$ cat config.mk
export PLATFORM = sky130hd
export DESIGN_NAME = dtc_top
export DESIGN_NICKNAME = d
export VERILOG_FILES = /design/src/hdl/dtc_pkg.sv /design/src/hdl/dtc_cell_check.sv /design/src/hdl/dtc_sticky.sv /design/src/hdl/dtc_top.sv
export SDC_FILE = /design/constraint.sdc
export NUM_CORES = 1
export LEC_CHECK = 0
export BUFFER_PORTS_ARGS = -buffer_cell sky130_fd_sc_hd__clkbuf_2
export CAP_MARGIN = 10
export CORE_MARGIN = 8
export CORE_UTILIZATION = 45
export CTS_CLUSTER_SIZE = 28
export DETAILED_ROUTE_END_ITERATION = 6
export MAX_ROUTING_LAYER = met4
export PLACE_DENSITY = 0.7
export SLEW_MARGIN = 20
export SYNTH_ARGS = -nofsm -noshare
export SYNTH_HDL_FRONTEND = slang
export SYNTH_SLANG_ARGS = --single-unit
$ cat constraint.sdc
create_clock -name aclk -period 2.4 [get_ports aclk]
set_input_delay 0.12 -clock aclk [delete_from_list [all_inputs] [get_ports aclk]]
set_output_delay 0.12 -clock aclk [all_outputs]
set_load 0.02 [all_outputs]
$ cat src/hdl/dtc_pkg.sv
// dtc_pkg: constants shared by the diagnostic threshold checker files
// assumes: 32-bit axi4-lite data, register index times four gives the byte address
package dtc_pkg;
  // bus geometry
  localparam int DTC_ADDR_W = 12;
  localparam int DTC_IDX_W = 10;
  // register indices, byte address is four times the index
  localparam logic [9:0] DTC_IDX_ACC_LOW = 10'h042;
  localparam logic [9:0] DTC_IDX_SHORT = 10'h043;
  localparam logic [9:0] DTC_IDX_OPEN_LOW = 10'h044;
  localparam logic [9:0] DTC_IDX_OPEN_HIGH = 10'h045;
  localparam logic [9:0] DTC_IDX_CTRL = 10'h060;
  localparam logic [9:0] DTC_IDX_STATUS = 10'h061;
  localparam logic [9:0] DTC_IDX_MASK = 10'h062;
  localparam logic [9:0] DTC_IDX_FAIL_CELLS = 10'h063;
  // field layout
  localparam int DTC_ACC_W = 10;
  localparam int DTC_ACC_LSB = 6;
  localparam int DTC_BAL_W = 14;
  localparam int DTC_BAL_LSB = 2;
  localparam int DTC_CTRL_ACC_EN = 0;
  // reset values
  localparam logic [9:0] DTC_ACC_LOW_RST = 10'h000;
  localparam logic [13:0] DTC_BAL_RST = 14'h0000;
  // cell geometry
  localparam int DTC_CELLS = 14;
  localparam int DTC_RES_W = 14;
  localparam int DTC_TOP_W = 4;
  // scan selection codes
  localparam logic [2:0] DTC_SCAN_COMP_A = 3'h1;
  localparam logic [2:0] DTC_SCAN_COMP_B = 3'h2;
  localparam logic [2:0] DTC_SCAN_SHORT = 3'h4;
  localparam logic [2:0] DTC_SCAN_OPEN = 3'h5;
  localparam logic [2:0] DTC_SCAN_ODD = 3'h6;
  localparam logic [2:0] DTC_SCAN_EVEN = 3'h7;
  // status bit positions
  localparam int DTC_ST_W = 2;
  localparam int DTC_ST_ACC = 0;
  localparam int DTC_ST_BAL = 1;
  // axi responses
  localparam logic [1:0] DTC_RESP_OKAY = 2'h0;
  localparam logic [1:0] DTC_RESP_SLVERR = 2'h2;
endpackage

$ cat src/hdl/dtc_cell_check.sv
// dtc_cell_check: one cell's diagnostic selection and limit compare
// assumes: result is stable while scan_done logic in the parent samples fail
`timescale 1ns/1ns
module dtc_cell_check
  import dtc_pkg::*;
#(
  parameter int IDX = 0,
  parameter int W = DTC_RES_W
) (
  // cell data and settings
  input wire logic [W-1:0] result,
  input wire logic reverse_sense,
  input wire logic measure_enable,
  input wire logic switch_on,
  input wire logic [DTC_TOP_W-1:0] top_index,
  // scan and limits
  input wire logic [2:0] scan_sel,
  input wire logic [W-1:0] short_limit,
  input wire logic [W-1:0] open_low,
  input wire logic [W-1:0] open_high,
  // outcome
  output logic fail
);
  localparam logic [DTC_TOP_W-1:0] CELL_NUM = DTC_TOP_W'(IDX + 1);
  logic checked;
  logic below_uni;
  logic out_bip;

  // limit compares, unipolar and bipolar
  assign below_uni = result < short_limit; // RL9
  assign out_bip = ($signed(result) < $signed(open_low)) || ($signed(result) > $signed(open_high)); // RL13 RL16

  // which cells take part in the selected diagnostic
  always_comb begin
    checked = 1'b0;
    case (scan_sel)
      DTC_SCAN_SHORT: checked = !reverse_sense && measure_enable; // RL8
      DTC_SCAN_OPEN: checked = !reverse_sense && switch_on; // RL11
      DTC_SCAN_ODD: checked = !reverse_sense && (CELL_NUM <= top_index) && CELL_NUM[0]; // RL12
      DTC_SCAN_EVEN: checked = !reverse_sense && (CELL_NUM <= top_index) && !CELL_NUM[0]; // RL12
      default: checked = 1'b0;
    endcase
  end

  // short limit only in short scan, open limits in the other three
  assign fail = checked && ((scan_sel == DTC_SCAN_SHORT) ? below_uni : out_bip); // RL7 RL10
endmodule

$ cat src/hdl/dtc_sticky.sv
// dtc_sticky: sticky event bits with write-one-to-clear, set beats clear
// assumes: set and clr are one-cycle pulses on aclk
`timescale 1ns/1ns
module dtc_sticky #(
  parameter int N = 2
) (
  // clock and reset
  input wire logic aclk,
  input wire logic aresetn,
  // events and clears
  input wire logic [N-1:0] set,
  input wire logic [N-1:0] clr,
  // held bits
  output logic [N-1:0] status
);
  // hold until software clears, a same-cycle event wins
  always_ff @(posedge aclk) begin
    if (!aresetn) begin
      status <= '0;
    end else begin
      status <= (status & ~clr) | set; // RL17
    end
  end
endmodule

$ cat src/hdl/dtc_top.sv
// dtc_top: diagnostic threshold checker with axi4-lite registers
// assumes: scan sequencer pulses scan_done with all results valid in that cycle
// Operation
// RL1 - accuracy low limit is ten bits at 15:6, reset zero, read and write
// RL2 - accuracy check only for comparator scans with the check enable set
// RL3 - during accuracy check route reference through second shift amp and dac
// RL4 - accuracy result below low limit sets the accuracy low alert
// RL5 - a zero low limit never triggers, so the alert is off by default
// RL6 - software programs the low limit near the ideal code
// RL7 - short limit is fourteen bits at 15:2, used in short scan only
// RL8 - short scan checks cells not reversed with measurement enabled
// RL9 - unipolar result below short limit sets the switch alert
// RL10 - open low limit fourteen bits at 15:2, used in open and wire scans
// RL11 - open scan checks cells not reversed with switch on
// RL12 - wire scans check odd or even cells up to highest index, not reversed
// RL13 - bipolar result below open low limit sets the switch alert
// RL14 - software picks a small positive open low limit
// RL15 - host writes each limit before starting its diagnostic
// RL16 - bipolar result above open high limit also sets the switch alert
// RL17 - alert flags stay set until software clears them
`timescale 1ns/1ns
module dtc_top
  import dtc_pkg::*;
#(
  parameter int CELLS = DTC_CELLS,
  parameter int RES_W = DTC_RES_W
) (
  // clock and reset
  input wire logic aclk,
  input wire logic aresetn,
  // axi4-lite write address
  input wire logic [DTC_ADDR_W-1:0] awaddr,
  input wire logic awvalid,
  output logic awready,
  // axi4-lite write data
  input wire logic [31:0] wdata,
  input wire logic [3:0] wstrb,
  input wire logic wvalid,
  output logic wready,
  // axi4-lite write response
  output logic [1:0] bresp,
  output logic bvalid,
  input wire logic bready,
  // axi4-lite read address
  input wire logic [DTC_ADDR_W-1:0] araddr,
  input wire logic arvalid,
  output logic arready,
  // axi4-lite read data
  output logic [31:0] rdata,
  output logic [1:0] rresp,
  output logic rvalid,
  input wire logic rready,
  // scan sequencer
  input wire logic [2:0] scan_selection,
  input wire logic scan_done,
  input wire logic accuracy_phase,
  input wire logic [DTC_ACC_W-1:0] accuracy_result,
  // per-cell results and settings
  input wire logic [CELLS*RES_W-1:0] cell_results,
  input wire logic [CELLS-1:0] cell_reverse_sense,
  input wire logic [CELLS-1:0] cell_measure_enable,
  input wire logic [CELLS-1:0] balance_switch_on,
  input wire logic [DTC_TOP_W-1:0] highest_cell_index,
  // analog path steering
  output logic level_shift_amp_two_ref,
  output logic comparator_dac_reference,
  // alerts
  output logic comp_accuracy_low_alert,
  output logic balance_switch_alert,
  output logic irq
);
  // limit and control registers
  logic [DTC_ACC_W-1:0] comp_accuracy_low_limit_field;
  logic [RES_W-1:0] short_limit_field;
  logic [RES_W-1:0] open_low_limit_field;
  logic [RES_W-1:0] open_high_limit_field;
  logic comp_accuracy_check_enable;
  logic [DTC_ST_W-1:0] alert_mask;
  logic [DTC_ST_W-1:0] alert_status;
  logic [CELLS-1:0] fail_cells;
  // bus channel state
  logic aw_full;
  logic w_full;
  logic next_aw_full;
  logic next_w_full;
  logic next_rvalid;
  logic [DTC_IDX_W-1:0] wr_idx;
  logic [31:0] wr_data;
  logic [3:0] wr_strb;
  logic wr_go;
  logic [31:0] rd_word;
  logic rd_hit;
  logic wr_hit;
  // diagnostic outcome
  logic [CELLS-1:0] cell_fail;
  logic comp_scan;
  logic acc_set;
  logic bal_set;
  logic [DTC_ST_W-1:0] st_set;
  logic [DTC_ST_W-1:0] st_clr;
  // merged write images of the limit registers
  logic [15:0] acc_merge;
  logic [15:0] short_merge;
  logic [15:0] open_low_merge;
  logic [15:0] open_high_merge;

  // merge byte lanes of a 16-bit register image
  function automatic logic [15:0] merge16(input logic [15:0] cur, input logic [31:0] d, input logic [3:0] s);
    logic [15:0] m;
    m = cur;
    if (s[0]) begin
      m[7:0] = d[7:0];
    end
    if (s[1]) begin
      m[15:8] = d[15:8];
    end
    return m;
  endfunction

  // write images with strobed byte lanes merged over the current value
  assign acc_merge = merge16({comp_accuracy_low_limit_field, 6'h00}, wr_data, wr_strb);
  assign short_merge = merge16({short_limit_field, 2'h0}, wr_data, wr_strb);
  assign open_low_merge = merge16({open_low_limit_field, 2'h0}, wr_data, wr_strb);
  assign open_high_merge = merge16({open_high_limit_field, 2'h0}, wr_data, wr_strb);

  // channel occupancy for next cycle
  assign next_aw_full = (aw_full || (awvalid && awready)) && !(bvalid && bready);
  assign next_w_full = (w_full || (wvalid && wready)) && !(bvalid && bready);
  assign next_rvalid = (rvalid && !rready) || (arvalid && arready);
  assign wr_go = aw_full && w_full && !bvalid;

  // write address and data capture, either order
  always_ff @(posedge aclk) begin
    if (!aresetn) begin
      aw_full <= 1'b0;
      w_full <= 1'b0;
      awready <= 1'b0;
      wready <= 1'b0;
      wr_idx <= '0;
      wr_data <= '0;
      wr_strb <= '0;
    end else begin
      aw_full <= next_aw_full;
      w_full <= next_w_full;
      awready <= !next_aw_full;
      wready <= !next_w_full;
      if (awvalid && awready) begin
        wr_idx <= awaddr[DTC_ADDR_W-1:2];
      end
      if (wvalid && wready) begin
        wr_data <= wdata;
        wr_strb <= wstrb;
      end
    end
  end

  // write decode
  always_comb begin
    case (wr_idx)
      DTC_IDX_ACC_LOW, DTC_IDX_SHORT, DTC_IDX_OPEN_LOW, DTC_IDX_OPEN_HIGH: wr_hit = 1'b1;
      DTC_IDX_CTRL, DTC_IDX_STATUS, DTC_IDX_MASK: wr_hit = 1'b1;
      default: wr_hit = 1'b0;
    endcase
  end

  // write response, slverr on unmapped or read-only index
  always_ff @(posedge aclk) begin
    if (!aresetn) begin
      bvalid <= 1'b0;
      bresp <= DTC_RESP_OKAY;
    end else if (wr_go) begin
      bvalid <= 1'b1;
      bresp <= wr_hit ? DTC_RESP_OKAY : DTC_RESP_SLVERR;
    end else if (bvalid && bready) begin
      bvalid <= 1'b0;
    end
  end

  // threshold registers
  always_ff @(posedge aclk) begin
    if (!aresetn) begin
      comp_accuracy_low_limit_field <= DTC_ACC_LOW_RST; // RL1 RL5
      short_limit_field <= DTC_BAL_RST; // RL7
      open_low_limit_field <= DTC_BAL_RST; // RL10
      open_high_limit_field <= DTC_BAL_RST;
    end else if (wr_go) begin
      case (wr_idx)
        DTC_IDX_ACC_LOW: comp_accuracy_low_limit_field <= acc_merge[15:DTC_ACC_LSB]; // RL1
        DTC_IDX_SHORT: short_limit_field <= short_merge[15:DTC_BAL_LSB]; // RL7
        DTC_IDX_OPEN_LOW: open_low_limit_field <= open_low_merge[15:DTC_BAL_LSB]; // RL10
        DTC_IDX_OPEN_HIGH: open_high_limit_field <= open_high_merge[15:DTC_BAL_LSB]; // RL16
        default: ;
      endcase
    end
  end

  // control and mask registers
  always_ff @(posedge aclk) begin
    if (!aresetn) begin
      comp_accuracy_check_enable <= 1'b0;
      alert_mask <= '0;
    end else if (wr_go && wr_strb[0]) begin
      if (wr_idx == DTC_IDX_CTRL) begin
        comp_accuracy_check_enable <= wr_data[DTC_CTRL_ACC_EN];
      end
      if (wr_idx == DTC_IDX_MASK) begin
        alert_mask <= wr_data[DTC_ST_W-1:0];
      end
    end
  end

  // status clears, one written as one clears that bit
  assign st_clr = (wr_go && wr_strb[0] && (wr_idx == DTC_IDX_STATUS)) ? wr_data[DTC_ST_W-1:0] : '0;

  // read decode, reserved bits read zero
  always_comb begin
    rd_word = 32'h00000000;
    rd_hit = 1'b1;
    case (araddr[DTC_ADDR_W-1:2])
      DTC_IDX_ACC_LOW: rd_word[15:DTC_ACC_LSB] = comp_accuracy_low_limit_field; // RL1
      DTC_IDX_SHORT: rd_word[15:DTC_BAL_LSB] = short_limit_field;
      DTC_IDX_OPEN_LOW: rd_word[15:DTC_BAL_LSB] = open_low_limit_field;
      DTC_IDX_OPEN_HIGH: rd_word[15:DTC_BAL_LSB] = open_high_limit_field;
      DTC_IDX_CTRL: rd_word[DTC_CTRL_ACC_EN] = comp_accuracy_check_enable;
      DTC_IDX_STATUS: rd_word[DTC_ST_W-1:0] = alert_status;
      DTC_IDX_MASK: rd_word[DTC_ST_W-1:0] = alert_mask;
      DTC_IDX_FAIL_CELLS: rd_word[CELLS-1:0] = fail_cells;
      default: rd_hit = 1'b0;
    endcase
  end

  // read channel, one read in flight
  always_ff @(posedge aclk) begin
    if (!aresetn) begin
      arready <= 1'b0;
      rvalid <= 1'b0;
      rdata <= 32'h00000000;
      rresp <= DTC_RESP_OKAY;
    end else begin
      arready <= !next_rvalid;
      rvalid <= next_rvalid;
      if (arvalid && arready) begin
        rdata <= rd_word;
        rresp <= rd_hit ? DTC_RESP_OKAY : DTC_RESP_SLVERR;
      end
    end
  end

  // per-cell limit checks
  genvar g;
  generate
    for (g = 0; g < CELLS; g++) begin : g_cell
      dtc_cell_check #(
        .IDX(g),
        .W(RES_W)
      ) u_check (
        .result(cell_results[g*RES_W +: RES_W]),
        .reverse_sense(cell_reverse_sense[g]),
        .measure_enable(cell_measure_enable[g]),
        .switch_on(balance_switch_on[g]),
        .top_index(highest_cell_index),
        .scan_sel(scan_selection),
        .short_limit(short_limit_field),
        .open_low(open_low_limit_field),
        .open_high(open_high_limit_field),
        .fail(cell_fail[g])
      );
    end
  endgenerate

  // end-of-scan events
  assign comp_scan = (scan_selection == DTC_SCAN_COMP_A) || (scan_selection == DTC_SCAN_COMP_B);
  assign acc_set = scan_done && comp_scan && comp_accuracy_check_enable && // RL2
    (accuracy_result < comp_accuracy_low_limit_field); // RL4 RL5
  assign bal_set = scan_done && (|cell_fail); // RL9 RL13 RL16
  assign st_set = {bal_set, acc_set};

  // sticky alert bits
  dtc_sticky #(
    .N(DTC_ST_W)
  ) u_sticky (
    .aclk(aclk),
    .aresetn(aresetn),
    .set(st_set),
    .clr(st_clr),
    .status(alert_status)
  );

  // cells that failed the last balancing diagnostic
  always_ff @(posedge aclk) begin
    if (!aresetn) begin
      fail_cells <= '0;
    end else if (scan_done && !comp_scan && scan_selection[2]) begin
      fail_cells <= cell_fail;
    end
  end

  // reference routing while the accuracy check runs
  always_ff @(posedge aclk) begin
    if (!aresetn) begin
      level_shift_amp_two_ref <= 1'b0;
      comparator_dac_reference <= 1'b0;
    end else begin
      level_shift_amp_two_ref <= accuracy_phase && comp_scan && comp_accuracy_check_enable; // RL3
      comparator_dac_reference <= accuracy_phase && comp_scan && comp_accuracy_check_enable; // RL3
    end
  end

  // alert pins and interrupt
  always_ff @(posedge aclk) begin
    if (!aresetn) begin
      comp_accuracy_low_alert <= 1'b0;
      balance_switch_alert <= 1'b0;
      irq <= 1'b0;
    end else begin
      comp_accuracy_low_alert <= alert_status[DTC_ST_ACC]; // RL17
      balance_switch_alert <= alert_status[DTC_ST_BAL]; // RL17
      irq <= |(alert_status & alert_mask);
    end
  end
endmodule

==> impl_metrics.env <==
export IMPL_avgSynthCellArea_um2=8.46
export IMPL_grt_overflow=0
export IMPL_antenna_found_initial=2
export IMPL_slew_viol_final=0
export IMPL_ios=370
export IMPL_grt_pass1_wl_um=130000
export IMPL_die_x_um=220
export IMPL_yosys_area_top_type="ha_1"
export IMPL_hold_ws_ns=0.00168
export IMPL_cp_max_fo=4
export IMPL_drtPass1Iterations=6
export IMPL_insertion_delay_ns=0.42
export IMPL_synth_top_flop_cell="dfxtp_1"
export IMPL_synth_top_family_by_area="adder cells"
export IMPL_die_area_um2=48500
export IMPL_worst_setup_path_start_kind="flop"
export IMPL_outcome="complete, but fails checks"
export IMPL_cts_made_buffers=17
export IMPL_max_cap_violations=0
export IMPL_yosys_register_bits=128
export IMPL_worst_slack_ns=-0.457
export IMPL_synth_top_area_share_pct=38.0
export IMPL_netlist_cell_type_count=88
export IMPL_violations="negative setup slack"
export IMPL_clock_root_buffer="clkbuf_16"
export IMPL_synth_xor_area_share_pct=0
export IMPL_grt_max_degree=110
export IMPL_dpl_worst_slack_ns=-0.815
export IMPL_max_stage_delay_ns=0.41
export IMPL_synth_area_mux_share_pct=5.12
export IMPL_grt_pass1_vias=21700
export IMPL_stdcell_area_um2=26700
export IMPL_crit_arrival_ns=3.17
export IMPL_hpwl_um=71700
export IMPL_synth_fa_ha_area_share_pct=38.0
export IMPL_slew_headroom_pct=39.3
export IMPL_crit_path_frequent_cell="buf_6"
export IMPL_finalHoldViolations=0
export IMPL_p_per_area_nw_per_um2=283
export IMPL_start_util_pct=45.7
export IMPL_yosys_top_cells_area="ha_1, dfxtp_1, a21oi_1"
export IMPL_period_needed_ns=2.86
export IMPL_core_area_um2=41000
export IMPL_crit_required_ns=2.71
export IMPL_track_usage_pct=36.6
export IMPL_end_kind="flop"
export IMPL_peakVddDrop_mv=0.514
export IMPL_gp_congestion=1.04
export IMPL_cts_buffer_depth=2
export IMPL_ys_async_sr_fraction_pct=0
export IMPL_vias_per_cell=6.15
export IMPL_worstPathCellList="clkinvlp_4 > buf_6 > buf_6 > buf_6 > ha_4 > nand2_1 > o21ai_1 > o21bai_4 > a21o_1 > a21oi_1 > o31a_2 > o211a_4 > o41a_1"
export IMPL_routedWlPerCell_um=25.4
export IMPL_worst_path_max_delay_cell="o41a_1"
export IMPL_drive_above_1_share_pct=34.0
export IMPL_syn_area_um2=18800
export IMPL_hp_class="input pin to flop"
export IMPL_drc=0
export IMPL_row_count=74
export IMPL_placed_area_um2=24200
export IMPL_finalWirelength_um=89400
export IMPL_clock_skew_ns=0.00894
export IMPL_max_slew_worst_pin_slew_ns=0.911
export IMPL_die_h_um=220
export IMPL_synth_compound_area_share_pct=22.1
export IMPL_seq_area_frac_synth_pct=13.7
export IMPL_rsz0062_at_grt="yes"
export IMPL_port_buffers=329
export IMPL_synth_simple_area_share_pct=16.8
export IMPL_finalSetupViolations=15
export IMPL_synthCells=2216
export IMPL_nNetsFinal=3867
export IMPL_ys_warn_count=0
export IMPL_critical_path_class="flop to flop"
export IMPL_syn_to_final_growth_pct=42.5
export IMPL_power_leakage_nw=12.2
export IMPL_synth_edff_count=0
export IMPL_path_clk_slew_ns=0.06
export IMPL_drt_iter0_markers=1802
export IMPL_cts_htree_levels=4
export IMPL_vias=21700
export IMPL_clock_sinks=128
export IMPL_finalCritPeriodShare_pct=119
export IMPL_cts_tree="yes"
export IMPL_fmax_ghz=0.350
export IMPL_postRouteAntennaNets=0
-- placed cells by master, fill, tap and decap left out, types with 20 or more instances in the layout --
master and instances:
a21oi_2 28, nand2b_1 26, nor3_1 23, a21o_1 87, mux2i_1 87, o21ai_1 31, buf_4 357, dfxtp_2 20
nand3_1 54, o21ai_0 51, buf_6 31, nand2_1 177, inv_1 80, dfxtp_1 106, nor2_1 90, a21oi_1 175
buf_12 44, a21boi_0 39, clkbuf_2 328, dlygate4sd3_1 28, nand4_1 82, ha_4 26, ha_1 543, nor2b_1 75
-- metrics by stage --
stage                     cells  util, %  TNS (ns)  total power [mW]
after floorplan            2233        -         0              3.53
after global placement     3421     59.1     -5.90              4.51
after detailed placement   3421     59.1     -6.22              4.59
after CTS                  3504     63.6     -2.36              7.43
after global routing       3521     65.2     -4.50              7.94
final                      3521     65.2     -3.26              7.57
-- worst max-delay path: cells and delay by family (launching register included) --
kind | cells | cell delay [ns]
fa+ha+maj | 1 | 0.25
flops | 1 | 0.35
simple gates | 1 | 0.04
compound gates | 7 | 1.40
buf+inv | 4 | 0.66
-- per-layer routing --
layer	track usage (%)	vias to the layer above	wire length, um
met3	6.08	309	7780
met5	-	-	0
met2	59.3	1130	40400
met4	17.0	0	5100
met1	44.2	10300	36100
li1	-	9942	-
-- cells by family after synthesis --
group,after synthesis
compound gates,630
fa+ha+maj,569
buf+inv,180
flops,128
mux,94
other cells,1
simple gates,614
-- final cells by class --
cell class	count	area (um2)
inverters	109	463
fillers	3345	14300
diodes	2	5.00
repair buffers	793	5900
well taps	532	666
flip-flops and latches	128	2590
clock buffers	20	467
clock inverters	12	155
multi-input cells	1925	16500
-- state kept, by name, indices dropped and copies added (netlist names), 2 cells and up --
register and cells:
wr_strb 2, open_low_limit_field 14, rdata 16, fail_cells 14, alert_mask 2, u_sticky.status 2, wr_data 16, comp_accuracy_low_limit_field 10
short_limit_field 14, open_high_limit_field 14, wr_idx 10
-- report_power, final --
group	internal [mW]	switching [mW]	total, mW
logic	1.19	1.42	2.62
registers	2.18	0.0580	2.24
clock network	1.72	0.999	2.72
-- Yosys cell counts, types with 59 or more instances --
cell,count
nor2_1,94
nand4_1,82
a21o_1,87
mux2i_1,88
inv_1,108
nand3_1,59
ha_1,569
nand2_1,179
dfxtp_1,128
o21ai_0,91
a21oi_1,203
nor2b_1,75
-- path summary, 6_finish.rpt --
kind | from | end | slack [ns] | depth (start not counted)
setup / recovery | open_low_limit_field[4] | u_sticky.status[1] | -0.46 | 13
hold / removal | wdata[6] | wr_data[6] | 0.002 | 3
setup reg to reg | open_low_limit_field[4] | u_sticky.status[1] | -0.46 | 13
hold reg to reg | rdata[0] | rdata[0] | 0.47 | 2
-- timing repair --
item / 4_1_cts / 5_1_grt
setup endpoints to repair: 15 / 23
gates resized for setup: 198 / 98
buffers inserted: 27 / 15
hold buffers: 28 / 0
hold endpoints to repair: 28 / 0
pin swaps: 77 / 58
Power figures use the tool's default switching activity.
